### src/include/tmr_cfg.svh
`ifndef TMR_CFG_SVH
`define TMR_CFG_SVH

// register byte offsets
`define TMR_OFS_CTRL_A 8'h00
`define TMR_OFS_CNT_L 8'h04
`define TMR_OFS_CNT_H 8'h08
`define TMR_OFS_CMP_A 8'h0C
`define TMR_OFS_CMP_B 8'h10
`define TMR_OFS_MASK 8'h14
`define TMR_OFS_FLAGS 8'h18

// flag and mask bit positions
`define TMR_FLG_OVF 0
`define TMR_FLG_CMPA 1
`define TMR_FLG_CMPB 2
`define TMR_FLG_CAP 3
`define TMR_NUM_FLAGS 4

// reset values
`define TMR_RST_CTRL 9'h000
`define TMR_RST_BYTE 8'h00
`define TMR_RST_FLAGS 4'h0

// count limits
`define TMR_BOTTOM 8'h00
`define TMR_MAX8 8'hFF

// clock select codes
`define TMR_CS_STOP 3'h0
`define TMR_CS_DIV1 3'h1
`define TMR_CS_DIV8 3'h2
`define TMR_CS_DIV64 3'h3
`define TMR_CS_DIV256 3'h4
`define TMR_CS_DIV1024 3'h5
`define TMR_CS_EXT_FALL 3'h6
`define TMR_CS_EXT_RISE 3'h7

// prescaler width, noise canceler sample count
`define TMR_PRE_W 10
`define TMR_NC_SAMPLES 4

`endif

### src/include/tmr_pkg.sv
package tmr_pkg;

  typedef struct packed {
    logic cap_src_cmp;
    logic cap_en;
    logic wide;
    logic edge_rise;
    logic noise_en;
    logic ctc;
    logic [2:0] clk_sel;
  } tmr_ctrl_t;

  typedef struct packed {
    logic [7:0] addr;
    logic wr;
    logic rd;
  } tmr_bus_req_t;

endpackage

### src/hdl/tmr_timer.sv
// The address map and the AHB-Lite register port are this design's own decisions.
`timescale 1ns/1ps
`include "tmr_cfg.svh"
// Summary of operation
// - counter low byte, both compares are 8-bit
// - 16-bit mode adds counter high byte
// - 16-bit compare: A low, B high
// - flags in shared register, individually masked
// - bottom is 0x00, 8-bit max 0xFF
// - top is 0xFF (0xFFFF in 16-bit mode) or compare A
// - three-bit clock select, zero stops counting
// - increment per tick, wrap after top
// - clear-on-match bit picks wrap point in 8-bit mode without capture
// - counter readable and writable at any time
// - counter write beats count or clear
// - overflow flag set at maximum, may interrupt
// - capture from pin or comparator, time-stamped
// - compare A is capture reg, B high
// - 8-bit capture keeps B; 16-bit none
// - selected edge copies counter into capture
// - capture flag set same cycle as copy
// - capture flag interrupts, clears on ack/one
// - capture pin sampled like count pin
// - filter output changes after four equal samples
// - filter enable adds four cycles delay
// - filter runs on system clock
module tmr_timer
  import tmr_pkg::*;
#(
  parameter int PRE_W = `TMR_PRE_W,
  parameter int NC_SAMPLES = `TMR_NC_SAMPLES
) (
  input wire logic hclk,
  input wire logic hresetn,
  input wire logic hsel,
  input wire logic [31:0] haddr,
  input wire logic [1:0] htrans,
  input wire logic hwrite,
  input wire logic [2:0] hsize,
  input wire logic [31:0] hwdata,
  input wire logic hready,
  output logic [31:0] hrdata,
  output logic hreadyout,
  output logic hresp,
  input wire logic capture_input_pin,
  input wire logic comparator_out,
  input wire logic external_count_pin,
  input wire logic [3:0] irq_ack,
  output logic [3:0] irq_req
);

  tmr_ctrl_t ctrl;
  tmr_bus_req_t req;
  logic [7:0] count_low_byte;
  logic [7:0] count_high_byte;
  logic [7:0] compare_reg_a;
  logic [7:0] compare_reg_b;
  logic [3:0] timer_mask_register;
  logic [3:0] timer_flag_register;
  logic [3:0] next_flags;
  logic [3:0] flag_set;
  logic [3:0] flag_clr;
  logic [PRE_W-1:0] pre_cnt;
  logic ext_meta, ext_sync, ext_prev;
  logic cap_meta, cap_sync;
  logic [NC_SAMPLES-1:0] nc_shift;
  logic nc_out, cap_level, cap_prev;
  logic timer_clock_enable;
  logic cap_event;
  logic wr_cnt_l, wr_cnt_h, wr_cmp_a, wr_cmp_b, wr_flags;
  logic [15:0] counter_value;
  logic [15:0] next_count;
  logic ctc_mode, at_max, match_a8, match_b8, match16;

  // bus: writes commit in their one-cycle data phase, reads take one wait state
  // so the read mux always sees writes already committed
  wire accept = hsel && htrans[1] && hready;
  wire [7:0] ofs = req.addr;
  wire bus_wr = req.wr;
  wire [7:0] wdat = hwdata[7:0];

  always_ff @(posedge hclk or negedge hresetn) begin
    if (!hresetn) begin
      req <= '0;
    end else if (accept) begin
      req.addr <= {haddr[7:2], 2'b00};
      req.wr <= hwrite;
      req.rd <= !hwrite;
    end else if (hreadyout) begin
      req <= '0;
    end
  end

  always_ff @(posedge hclk or negedge hresetn) begin
    if (!hresetn) begin
      hreadyout <= 1'b1;
      hresp <= 1'b0;
    end else begin
      hresp <= 1'b0;
      if (accept && !hwrite) begin
        hreadyout <= 1'b0;
      end else begin
        hreadyout <= 1'b1;
      end
    end
  end

  always_ff @(posedge hclk or negedge hresetn) begin
    if (!hresetn) begin
      hrdata <= 32'h0000_0000;
    end else if (req.rd && !hreadyout) begin
      if (ofs == `TMR_OFS_CTRL_A) begin
        hrdata <= {23'h000000, ctrl};
      end else if (ofs == `TMR_OFS_CNT_L) begin
        hrdata <= {24'h000000, count_low_byte};
      end else if (ofs == `TMR_OFS_CNT_H) begin
        hrdata <= {24'h000000, count_high_byte};
      end else if (ofs == `TMR_OFS_CMP_A) begin
        hrdata <= {24'h000000, compare_reg_a};
      end else if (ofs == `TMR_OFS_CMP_B) begin
        hrdata <= {24'h000000, compare_reg_b};
      end else if (ofs == `TMR_OFS_MASK) begin
        hrdata <= {28'h0000000, timer_mask_register};
      end else if (ofs == `TMR_OFS_FLAGS) begin
        hrdata <= {28'h0000000, timer_flag_register};
      end else begin
        hrdata <= 32'h0000_0000;
      end
    end
  end

  assign wr_cnt_l = bus_wr && ofs == `TMR_OFS_CNT_L;
  assign wr_cnt_h = bus_wr && ofs == `TMR_OFS_CNT_H;
  assign wr_cmp_a = bus_wr && ofs == `TMR_OFS_CMP_A;
  assign wr_cmp_b = bus_wr && ofs == `TMR_OFS_CMP_B;
  assign wr_flags = bus_wr && ofs == `TMR_OFS_FLAGS;

  always_ff @(posedge hclk or negedge hresetn) begin
    if (!hresetn) begin
      ctrl <= `TMR_RST_CTRL;
      timer_mask_register <= `TMR_RST_FLAGS;
    end else if (bus_wr) begin
      if (ofs == `TMR_OFS_CTRL_A) begin
        ctrl <= hwdata[8:0];
      end else if (ofs == `TMR_OFS_MASK) begin
        timer_mask_register <= hwdata[3:0];
      end
    end
  end

  // clock source: free prescaler taps and synchronised external pin
  always_ff @(posedge hclk or negedge hresetn) begin
    if (!hresetn) begin
      pre_cnt <= '0;
    end else begin
      pre_cnt <= pre_cnt + 1'b1;
    end
  end

  always_ff @(posedge hclk or negedge hresetn) begin
    if (!hresetn) begin
      ext_meta <= 1'b0;
      ext_sync <= 1'b0;
      ext_prev <= 1'b0;
    end else begin
      ext_meta <= external_count_pin;
      ext_sync <= ext_meta;
      ext_prev <= ext_sync;
    end
  end

  always_comb begin
    case (ctrl.clk_sel)
      `TMR_CS_STOP: timer_clock_enable = 1'b0;
      `TMR_CS_DIV1: timer_clock_enable = 1'b1;
      `TMR_CS_DIV8: timer_clock_enable = &pre_cnt[2:0];
      `TMR_CS_DIV64: timer_clock_enable = &pre_cnt[5:0];
      `TMR_CS_DIV256: timer_clock_enable = &pre_cnt[7:0];
      `TMR_CS_DIV1024: timer_clock_enable = &pre_cnt[9:0];
      `TMR_CS_EXT_FALL: timer_clock_enable = ext_prev && !ext_sync;
      default: timer_clock_enable = !ext_prev && ext_sync;
    endcase
  end

  // counter
  assign counter_value = {count_high_byte, count_low_byte};
  assign ctc_mode = ctrl.ctc && !ctrl.wide && !ctrl.cap_en;
  assign at_max = ctrl.wide ? &counter_value : (count_low_byte == `TMR_MAX8);
  assign match_a8 = count_low_byte == compare_reg_a;
  assign match_b8 = count_low_byte == compare_reg_b;
  assign match16 = counter_value == {compare_reg_b, compare_reg_a};

  always_comb begin
    next_count = counter_value;
    if (ctc_mode && match_a8) begin
      next_count = {count_high_byte, `TMR_BOTTOM};
    end else if (ctrl.wide) begin
      next_count = counter_value + 16'h0001;
    end else begin
      next_count = {count_high_byte, count_low_byte + 8'h01};
    end
  end

  // any counter write suppresses that cycle's count or clear
  always_ff @(posedge hclk or negedge hresetn) begin
    if (!hresetn) begin
      count_low_byte <= `TMR_RST_BYTE;
      count_high_byte <= `TMR_RST_BYTE;
    end else if (wr_cnt_l || wr_cnt_h) begin
      if (wr_cnt_l) begin
        count_low_byte <= wdat;
      end
      if (wr_cnt_h) begin
        count_high_byte <= wdat;
      end
    end else if (timer_clock_enable) begin
      count_low_byte <= next_count[7:0];
      count_high_byte <= next_count[15:8];
    end
  end

  // capture path: source select, sync, optional filter, edge detect
  wire cap_src = ctrl.cap_src_cmp ? comparator_out : capture_input_pin;

  always_ff @(posedge hclk or negedge hresetn) begin
    if (!hresetn) begin
      cap_meta <= 1'b0;
      cap_sync <= 1'b0;
    end else begin
      cap_meta <= cap_src;
      cap_sync <= cap_meta;
    end
  end

  // filter always samples so enabling it mid-stream starts from a settled view
  always_ff @(posedge hclk or negedge hresetn) begin
    if (!hresetn) begin
      nc_shift <= '0;
      nc_out <= 1'b0;
    end else begin
      nc_shift <= {nc_shift[NC_SAMPLES-2:0], cap_sync};
      // live sample is the fourth vote, so the filter costs four cycles, not five
      if (nc_shift[NC_SAMPLES-2:0] == {(NC_SAMPLES-1){cap_sync}}) begin
        nc_out <= cap_sync;
      end
    end
  end

  assign cap_level = ctrl.noise_en ? nc_out : cap_sync;

  always_ff @(posedge hclk or negedge hresetn) begin
    if (!hresetn) begin
      cap_prev <= 1'b0;
    end else begin
      cap_prev <= cap_level;
    end
  end

  assign cap_event = ctrl.cap_en && (ctrl.edge_rise ? (cap_level && !cap_prev)
                                                    : (!cap_level && cap_prev));

  // capture overrides a same-cycle bus write to compare A, and to compare B in 16-bit mode
  always_ff @(posedge hclk or negedge hresetn) begin
    if (!hresetn) begin
      compare_reg_a <= `TMR_RST_BYTE;
      compare_reg_b <= `TMR_RST_BYTE;
    end else begin
      if (cap_event) begin
        compare_reg_a <= count_low_byte;
      end else if (wr_cmp_a) begin
        compare_reg_a <= wdat;
      end
      if (cap_event && ctrl.wide) begin
        compare_reg_b <= count_high_byte;
      end else if (wr_cmp_b) begin
        compare_reg_b <= wdat;
      end
    end
  end

  // flags: a set in the same cycle as a clear wins
  always_comb begin
    flag_set = 4'h0;
    flag_set[`TMR_FLG_OVF] = timer_clock_enable && at_max && !wr_cnt_l && !wr_cnt_h;
    flag_set[`TMR_FLG_CMPA] = timer_clock_enable && !ctrl.cap_en
                              && (ctrl.wide ? match16 : match_a8);
    flag_set[`TMR_FLG_CMPB] = timer_clock_enable && !ctrl.wide && match_b8;
    flag_set[`TMR_FLG_CAP] = cap_event;
    flag_clr = irq_ack | (wr_flags ? wdat[3:0] : 4'h0);
    next_flags = flag_set | (timer_flag_register & ~flag_clr);
  end

  always_ff @(posedge hclk or negedge hresetn) begin
    if (!hresetn) begin
      timer_flag_register <= `TMR_RST_FLAGS;
      irq_req <= 4'h0;
    end else begin
      timer_flag_register <= next_flags;
      irq_req <= next_flags & timer_mask_register;
    end
  end

  // checks
  AST_WRITE_WINS: assert property (@(posedge hclk) disable iff (!hresetn)
    wr_cnt_l |=> count_low_byte == $past(wdat))
    else $error("counter write lost to count");
  AST_STOPPED: assert property (@(posedge hclk) disable iff (!hresetn)
    (ctrl.clk_sel == 3'h0 && !wr_cnt_l && !wr_cnt_h) |=> $stable(counter_value))
    else $error("counter moved while stopped");
  AST_CAP_COPY: assert property (@(posedge hclk) disable iff (!hresetn)
    cap_event |=> compare_reg_a == $past(count_low_byte))
    else $error("capture did not copy counter");
  AST_CAP_FLAG: assert property (@(posedge hclk) disable iff (!hresetn)
    cap_event |=> timer_flag_register[`TMR_FLG_CAP] && compare_reg_a == $past(count_low_byte))
    else $error("capture flag not set with copy");
  AST_OVF: assert property (@(posedge hclk) disable iff (!hresetn)
    (timer_clock_enable && at_max && !wr_cnt_l && !wr_cnt_h && !ctc_mode)
      |=> timer_flag_register[0] && count_low_byte == 8'h00)
    else $error("overflow not flagged at wrap");
  AST_CTC_WRAP: assert property (@(posedge hclk) disable iff (!hresetn)
    (ctc_mode && match_a8 && timer_clock_enable && !wr_cnt_l && !wr_cnt_h)
      |=> count_low_byte == 8'h00)
    else $error("clear on match failed");
  AST_FILTER: assert property (@(posedge hclk) disable iff (!hresetn)
    $changed(nc_out) |-> nc_shift == {NC_SAMPLES{nc_out}})
    else $error("filter changed without four equal samples");
  AST_ONE_CMP: assert property (@(posedge hclk) disable iff (!hresetn)
    ctrl.wide |=> !timer_flag_register[2] || $past(timer_flag_register[2]))
    else $error("compare B flagged in 16-bit mode");
  AST_W1C: assert property (@(posedge hclk) disable iff (!hresetn)
    (wr_flags && wdat[3] && !cap_event) |=> !timer_flag_register[3])
    else $error("capture flag not cleared by write one");

endmodule

### config.mk
export PLATFORM = sky130hd
export DESIGN_NAME = tmr_timer
export DESIGN_NICKNAME = d
export VERILOG_FILES = /design/src/include/tmr_pkg.sv /design/src/hdl/tmr_timer.sv
export VERILOG_INCLUDE_DIRS = /design/src /design/src/include
export SDC_FILE = /design/constraint.sdc
export NUM_CORES = 1
export LEC_CHECK = 0
export BUFFER_PORTS_ARGS = -buffer_cell sky130_fd_sc_hd__buf_2
export CAP_MARGIN = 20
export CELL_PAD_IN_SITES_DETAIL_PLACEMENT = 0
export CELL_PAD_IN_SITES_GLOBAL_PLACEMENT = 1
export CORE_ASPECT_RATIO = 1.75
export CORE_MARGIN = 2
export CORE_UTILIZATION = 30
export DETAILED_ROUTE_END_ITERATION = 6
export GPL_ROUTABILITY_DRIVEN = 0
export PLACE_DENSITY = 0.72
export REMOVE_ABC_BUFFERS = 1
export SKIP_LAST_GASP = 1
export SLEW_MARGIN = 20
export SYNTH_ARGS = -nofsm -noshare
export SYNTH_HDL_FRONTEND = slang
export SYNTH_SLANG_ARGS = --single-unit
### constraint.sdc
create_clock -name hclk -period 5.5 [get_ports hclk]
set_clock_uncertainty 0.1 [all_clocks]
set_input_delay 0.55 -clock hclk [delete_from_list [all_inputs] [get_ports hclk]]
set_output_delay 0.55 -clock hclk [all_outputs]
set_load 0.02 [all_outputs]
==> results of run 1 <==
## placed cells by master (no fill, tap or decap), types with 4 or more instances in the layout
master | netlist | layout
a221o_1 | 5 | 5
mux2i_1 | 20 | 20
a21oi_1 | 25 | 25
xnor2_1 | 16 | 16
nand2_1 | 52 | 52
nand4_1 | 8 | 8
conb_1 | 1 | 24
o21ai_0 | 29 | 29
nand3b_1 | 8 | 8
nor2_1 | 31 | 31
a22o_1 | 6 | 6
buf_2 | 7 | 40
nand3_1 | 17 | 17
or3_1 | 6 | 6
nand2b_1 | 7 | 7
buf_4 | 24 | 5
inv_6 | 0 | 4
clkbuf_16 | 0 | 9
a22oi_1 | 13 | 13
xor2_1 | 15 | 15
inv_1 | 11 | 11
o31ai_1 | 8 | 8
and3_1 | 7 | 7
o22ai_1 | 10 | 10
nor3_1 | 8 | 8
mux2_2 | 17 | 17
and2_1 | 7 | 7
dfrtp_1 | 90 | 90
## final timing paths
check,from,end,slack (ns),depth (start not counted)
max in group asynchronous,hresetn,ctrl[2],4.15,2
worst min register to register,ext_meta,ext_sync,0.25,0
min in group hclk,external_count_pin,ext_meta,0.21,1
worst max-delay path,count_low_byte[0],count_low_byte[3],2.46,6
worst min-delay path,hresetn,compare_reg_a[6],0.05,1
worst max register to register,count_low_byte[0],count_low_byte[3],2.46,6
## sequential cells by signal (all words and copies together) (netlist names), 3 cells and up
| register | cells |
|---|---|
| pre_cnt | 10 |
| ctrl | 9 |
| hrdata | 9 |
| compare_reg_a | 8 |
| compare_reg_b | 8 |
| count_high_byte | 8 |
| count_low_byte | 8 |
| ofs | 6 |
| irq_req | 4 |
| timer_flag_register | 4 |
| timer_mask_register | 4 |
| nc_shift | 3 |
## per-stage QoR
step / total power, uW / utilization (%) / worst slack (ns) / cells
after global placement: 1690 / 32.3 / 2.45 / 766
after global routing: 2480 / 34.1 / 2.39 / 782
final: 2350 / 34.1 / 2.46 / 782
after floorplan: 1450 / - / 2.96 / 494
after CTS: 2360 / 34.1 / 2.45 / 782
after detailed placement: 1710 / 32.3 / 2.48 / 766
## logic make-up after synthesis
logic type,after synthesis
muxes,40
buffers and inverters,64
adders and majority gates,3
AOI/OAI and AO/OA,120
DFF,91
and+or+nand+nor,174
xor gates and xnor gates,31
other,1
## routing by layer
layer  part of all wire, %  global-route usage [%]  vias up
met5                     0                       0        -
met4                   7.4                    12.7        0
met3                   3.4                    1.90       50
met2                    53                    29.5      134
met1                    36                    17.4     1991
li1                      -                       -     1891
## power by group through the flow
stage | logic, uW | registers [uW] | clock network, uW
global placement | 613 | 1070 | 0
global route | 700 | 1090 | 689
CTS | 631 | 1070 | 661
finish | 630 | 1070 | 649
detailed placement | 630 | 1080 | 0
floorplan | 459 | 996 | 0
## layout make-up
class,count,share of cell area (%)
multi-input cells,392,45.0
inverters,11,0.721
repair buffers,45,4.15
well taps,227,4.96
flip-flops and latches,91,39.8
clock inverters,6,1.22
clock buffers,10,4.17
## worst reg2reg max path, delay by kind of cell, from the launching register on
family	cells	cell delay, ns
AO/OA/AOI/OAI	2	0.54
XOR/XNOR	1	0.23
flip-flops	1	0.56
AND/OR/NAND/NOR	3	1.52
## cell usage after synthesis, types with 3 or more instances
cell	number	share of area (%)
nor4_1	3	0.37
or3_1	6	0.74
nor3_1	8	0.78
o21ai_0	29	2.8
mux4_2	3	1.3
and2_1	7	0.86
and3_1	7	0.86
a21oi_1	25	2.5
buf_4	24	3.5
nor2_1	31	2.3
a221o_1	5	0.98
a22o_1	6	1.0
nand2_1	52	3.8
mux2_2	17	3.7
or2_2	3	0.37
o31ai_1	8	1.2
nand3_1	17	1.7
buf_2	7	0.69
mux2i_1	20	3.9
a22oi_1	13	1.9
nand4_1	8	0.98
xor2_1	15	2.6
nand3b_1	8	1.2
dfrtp_1	90	44
a32o_1	3	0.59
nor2b_1	3	0.37
inv_1	11	0.81
o22ai_1	10	1.2
ha_1	3	0.74
nand2b_1	7	0.86
clkbuf_1	21	1.5
o31a_1	3	0.51
xnor2_1	16	2.7
==> metrics.md, run 1 <==
| Metric | Value |
|---|---|
| Distinct cells, synth | `63` |
| Chip width | `103 um` |
| Initial Util | `30.4%` |
| Clock transition at path regs | `0.07 ns` |
| PD cells | `411 nW/um^2` |
| Fin. Hold Viols | `0` |
| Worst-margin pin slew | `0.812 ns` |
| EDFF count, synth | `0` |
| Clock Sinks | `91` |
| Sw power | `roughly 900 uW` |
| Synth Flop Type | `dfrtp_1` |
| Post-Synth Simple-Gate Area | `approximately 17%` |
| RSZ-0062 raised after global routing | `false` |
| Async SR Flop Fraction | `100%` |
| Final setup viols | `0` |
| Final net count | `634` |
| Postcts setup bufs | `0` |
| Sequential share of the synthesized area | `44.6%` |
| Critical Path Max Stage Delay | `between 0.7 and 0.8 ns` |
| Largest net degree at the start of global routing | `59` |
| WS Path Type | `reg2reg` |
| Fmax | `about 0.33 GHz` |
| Syn-to-layout area delta | `12.1%` |
| Max IR drop VDD | `0.000156 V` |
| Clk_lat worst skew | `0.34 ns` |
| Syn Area/Cell | `9.74 sq um` |
| Fin crit share | `55.4%` |
| Via count | `between 4000 and 5000` |
| I/O pin total | `119` |
| Vias in the first global route | `4193` |
| Initial antenna violation count | `0` |
| Multi-input gate area | `around 2600 sq um` |
| Final instance area | `5730 sq um` |
| Final max-slew violation count | `0` |
| Crit-path slowest cell | `nor4b_1` |
| CTS tree | `yes` |
| Site Rows | `63` |
| Final antenna-violating net count | `0` |
| CP Cell Sequence | `xor2_1 > nor4_1 > nor4b_1 > nor2_1 > a221o_1 > a22o_1` |
| Chip Height | `177 um` |
| CP Launch Type | `register` |
| Maximum buffer depth of the clock tree | `2` |
| Drt first pass iters | `5` |
| FF/Latch Area | `2280 sq um` |
| First-pass GRT wire length | `22.7 mm` |
| Fin Setup TNS | `0 ns` |
| Via density per instance | `5.20` |
| WHS | `0.0462 ns` |
| Clk root buf | `clkbuf_16` |
| Post-DP HPWL | `11.1 mm` |
| Endpoint type of the worst setup path | `register` |
| Sequential Power Share | `45.6%` |
| Top delay family on crit path | `simple AND/OR/NAND/NOR gates` |
| Clk pwr share | `around 28%` |
| # diodes | `0` |
| Sw frac | `a little under two fifths` |
| Post-CTS Hold Fix Bufs | `0` |
| Hold WC Path Type | `in2async` |
| XOR/XNOR share of the synthesized area | `~5.3%` |
| DRC | `0` |
| Post-Synth Adder-Cell Area | `0.735%` |
| Port bufs | `just over 40` |
| FF+latch count, synth | `91` |
| Max-Cap Viols | `0` |
| Die ar. | `18100 sq um` |
| Combinational Power Share | `26.8%` |
| CTS buffer count | `9` |
| Leakage power | `0.00247 uW` |
| Synthesized area | `5110 sq um` |
| WL per Instance | `18.4 um` |
| Syn. warnings | `0` |
| Initial DRC count | `a little under 300` |
| Status | `completed` |
| Period minus WS final | `approximately 3 ns` |
| DRT Wirelength | `14.4 mm` |
| Crit path DAT | `roughly 3.2 ns` |
| Syn Inst Count | `524` |
| Global Route Usage Sum | `between 10% and 20%` |
| CP max FO | `9` |
| Post-CTS resize count | `0` |
| Core area | `16800 sq um` |
| Mux share of post-synthesis cell area | `roughly 9%` |
| Layout cells sized above 1 | `17.5%` |
| Worst path bufs/invs | `0` |
| Synth Area in Compound Gates | `between 10% and 20%` |
| Worst rel slew slack | `a little under half` |
| Placed cell areas | `5420 sq um` |
| Filler cells | `1703` |
| Critical path required time | `~5.6 ns` |
| Htree depth | `3` |
| Main combinational cell family by area after synthesis | `simple AND/OR/NAND/NOR gates` |
| Pint | `1470 uW` |
| Total grt overflow | `0` |
Note: power is estimated with default switching activity, not from simulation.
==> run 2, diff against run 1 <==
Settings changed: ABC_AREA set to 1, PLACE_DENSITY 0.72 to 0.74.
Clock period 5.5 ns to 3.1 ns, I/O delays scaled along.
==> metrics.md, run 2 <==
| Metric | Value |
|---|---|
| Status | `complete, but fails checks (was completed)` |
| Failing checks | `hold timing` |
| Reg2Reg Depth | `9 (was 6)` |
| Max FFs per register | `10 (unchanged)` |
| Critical Path Max Stage Delay | `0.39 ns (was 0.73 ns)` |
| Global Route Usage Sum | `17.5% (was 16.7%)` |
| Initial antenna violation count | `0 (unchanged)` |
| # diodes | `0 (unchanged)` |
| Final max-slew violation count | `0 (unchanged)` |
| Syn. warnings | `0 (unchanged)` |
| Fin Setup TNS | `0 ns (unchanged)` |
| Fin. Hold Viols | `25 (was 0)` |
| CP Launch Type | `register (unchanged)` |
| WS Path Type | `reg2reg (unchanged)` |
| PD cells | `760 nW/um^2 (was 411 nW/um^2)` |
| XOR/XNOR share of the synthesized area | `3.17% (was 5.32%)` |
| Commonest non-fill, non-tap cells in the layout | `213 x nand2_1, 90 x dfrtp_1, 81 x inv_1 (was 90 x dfrtp_1, 52 x nand2_1, 40 x buf_2)` |
| CP max FO | `9 (unchanged)` |
| Post-CTS resize count | `0 (unchanged)` |
| Layout cells sized above 1 | `12.2% (was 17.5%)` |
| Yosys top cell by area | `dfrtp_1 (unchanged)` |
| Worst-margin pin slew | `0.908 ns (was 0.812 ns)` |
| CTS tree | `yes (unchanged)` |
| Port bufs | `41 (unchanged)` |
| Final setup viols | `0 (unchanged)` |
| Main combinational cell family by area after synthesis | `simple AND/OR/NAND/NOR gates (unchanged)` |
| Crit-path slowest cell | `nor2_1 (was nor4b_1)` |
| Sequential share of the synthesized area | `43.5% (was 44.6%)` |
| Distinct cells, synth | `36 (was 63)` |
| Leakage power | `0.00298 uW (was 0.00247 uW)` |
| Drt first pass iters | `4 (was 5)` |
| Overall Power | `4500 uW (was 2350 uW)` |
| Most common cell after layout, fill and taps aside | `nand2_1 (was dfrtp_1)` |
| DRC | `0 (unchanged)` |
| Post-Synth Simple-Gate Area | `30.2% (was 17.5%)` |
| Initial Util | `30.3% (was 30.4%)` |
| Biggest regs | `pre_cnt: 10 flops, ctrl: 9 flops, hrdata: 9 flops (unchanged)` |
| WHS | `-0.0520 ns (was 0.0462 ns)` |
| Core area | `17300 sq um (was 16800 sq um)` |
| Largest Register | `pre_cnt (unchanged)` |
| Top delay family on crit path | `simple AND/OR/NAND/NOR gates (unchanged)` |
| Origin of the critical flop-to-flop path | `ofs[5] (was count_low_byte[0])` |
| Top-area cell type share of the netlist area | `43.0% (was 44.1%)` |
| Commonest cells post-synth | `213 x nand2_1, 90 x dfrtp_1, 81 x inv_1 (was 90 x dfrtp_1, 52 x nand2_1, 31 x nor2_1)` |
| DRT Wirelength | `15.6 mm (was 14.4 mm)` |
| Endpoint type of the worst setup path | `register (unchanged)` |
| Postcts setup bufs | `0 (unchanged)` |
| Worst reg2reg endpoint | `compare_reg_b[5] (was count_low_byte[3])` |
| RSZ-0062 raised after global routing | `false (unchanged)` |
| Worst R2R Setup Slack | `0.86 ns (was 2.46 ns)` |
| Fmax | `0.446 GHz (was 0.328 GHz)` |
| Syn-to-layout area delta | `13.0% (was 12.1%)` |
| Synth Flop Type | `dfrtp_1 (unchanged)` |
| Top-count cell post-synth | `nand2_1 (was dfrtp_1)` |
| Async SR Flop Fraction | `100% (unchanged)` |
| I/O pin total | `119 (unchanged)` |
| Mux share of post-synthesis cell area | `0.430% (was 8.99%)` |
| Worst rel slew slack | `39.5% (was 45.1%)` |
| Largest net degree at the start of global routing | `66 (was 59)` |
| Clock Sinks | `91 (unchanged)` |
| Hold WC Path Type | `in2async (unchanged)` |
| Die ar. | `18600 sq um (was 18100 sq um)` |
| Post-Synth Adder-Cell Area | `0.716% (was 0.735%)` |
| FF+latch count, synth | `91 (unchanged)` |
| Htree depth | `3 (unchanged)` |
| Initial DRC count | `255 (was 290)` |
| Syn Inst Count | `700 (was 524)` |
| Chip Height | `179 um (was 177 um)` |
| Synth Area in Compound Gates | `10.7% (was 16.1%)` |
| Final antenna-violating net count | `0 (unchanged)` |
| Site Rows | `64 (was 63)` |
| Syn Area/Cell | `7.49 sq um (was 9.74 sq um)` |
| Most used cell, CP | `nand2_1` |
| Max IR drop VDD | `0.000226 V (was 0.000156 V)` |
| Post-DP HPWL | `12.2 mm (was 11.1 mm)` |
| Clock transition at path regs | `0.07 ns (about the same)` |
| Area contributors post-synth | `dfrtp_1 43%, nand2_1 15%, inv_1 5.8%, nand3_1 4.9%, nor2_1 3.7% (was dfrtp_1 44%, mux2i_1 3.9%, nand2_1 3.8%, mux2_2 3.7%, buf_4 3.5%)` |
| Total grt overflow | `0 (unchanged)` |
| WL per Instance | `15.9 um (was 18.4 um)` |
| Maximum buffer depth of the clock tree | `2 (unchanged)` |
| Critical path required time | `3.28 ns (was 5.64 ns)` |
| CTS buffer count | `9 (unchanged)` |
| Fin crit share | `72.3% (was 55.4%)` |
| Chip width | `104 um (was 103 um)` |
| Vias in the first global route | `4720 (was 4193)` |
| Worst path bufs/invs | `2 (was 0)` |
| Final net count | `828 (was 634)` |
| First-pass GRT wire length | `25.0 mm (was 22.7 mm)` |
| Max-Cap Viols | `0 (unchanged)` |
| Via density per instance | `4.77 (was 5.20)` |
| Post-CTS Hold Fix Bufs | `1 (was 0)` |
| Crit path DAT | `2.42 ns (was 3.18 ns)` |
| Clk root buf | `clkbuf_16 (unchanged)` |
| Synthesized area | `5240 sq um (was 5110 sq um)` |
| Period minus WS final | `2.24 ns (was 3.04 ns)` |
| CP Cell Sequence | `inv_1 > nand2_1 > nor2_2 > nand2_1 > nor2_1 > inv_2 > nand2_1 > o211ai_1 > o21ai_1 (was xor2_1 > nor4_1 > nor4b_1 > nor2_1 > a221o_1 > a22o_1)` |
| EDFF count, synth | `0 (unchanged)` |
| Clk_lat worst skew | `0.35 ns (was 0.34 ns)` |
| Via count | `4671 (was 4066)` |
[run 2: cell types whose count changed after synthesis, moves of 10 or more]
cell / change
mux2_2: -15
o211ai_1: +11
clkbuf_1: -17
nand3_1: +34
xnor2_1: -10
nand4_1: +11
a22oi_1: -13
mux2i_1: -20
nor2_1: +21
inv_1: +70
nand2_1: +161
[run 2: final cells by class]
type                       count  area (sq um)
clock buffer                  11           243
clock inverter                 4          51.3
fill                        1925         11400
inverter                      86           328
multi-input combinational    507          2460
sequential                    91          2280
tap                          231           289
timing repair buffer          49           270
[run 2: where the power goes]
part           total [uW]  leakage [uW]  internal, uW  switching, uW
Combinational        1520       0.00168           536            986
Sequential           1870       0.00116          1460            403
Clock                1110      0.000142           643            467
[run 2: worst max-delay path by stage]
stage / from / depth (start not counted) / endpoint
final: ofs[5] / 9 / compare_reg_b[5]
after global routing: ofs[5] / 9 / compare_reg_b[5]
after CTS: ofs[5] / 9 / compare_reg_b[5]
after detailed placement: ofs[5] / 9 / compare_reg_b[5]
after global placement: ofs[5] / 9 / compare_reg_b[5]
after floorplan: ofs[4] / 5 / ctrl[4]
[run 2: through the flow]
stage	setup WS (ns)	util (%)	hold slack [ns]	cell area (sq um)	cells
3_5_place_dp	0.894	32.5	0.237	5620	963
2_1_floorplan	1.04	-	-0.0856	5070	684
3_3_place_gp	0.862	32.5	0.233	5620	963
4_1_cts	0.876	34.2	0.0148	5920	979
6_report	0.858	34.2	-0.0520	5920	979
5_1_grt	0.684	34.2	0.0426	5920	979
[run 2: kinds of logic after synthesis]
logic type / Yosys count
xor gates and xnor gates: 19
muxes: 2
adders and majority gates: 3
AOI/OAI and AO/OA: 95
buffers and inverters: 125
DFF: 91
and+or+nand+nor: 364
other: 1
[run 2: layer usage]
layer,share of wire [%],vias up,global-route usage (%)
met4,5.0,0,11.1
met2,56,109,33.9
met5,0,-,0
li1,-,2308,-
met1,37,2208,17.7
met3,2.9,46,2.04
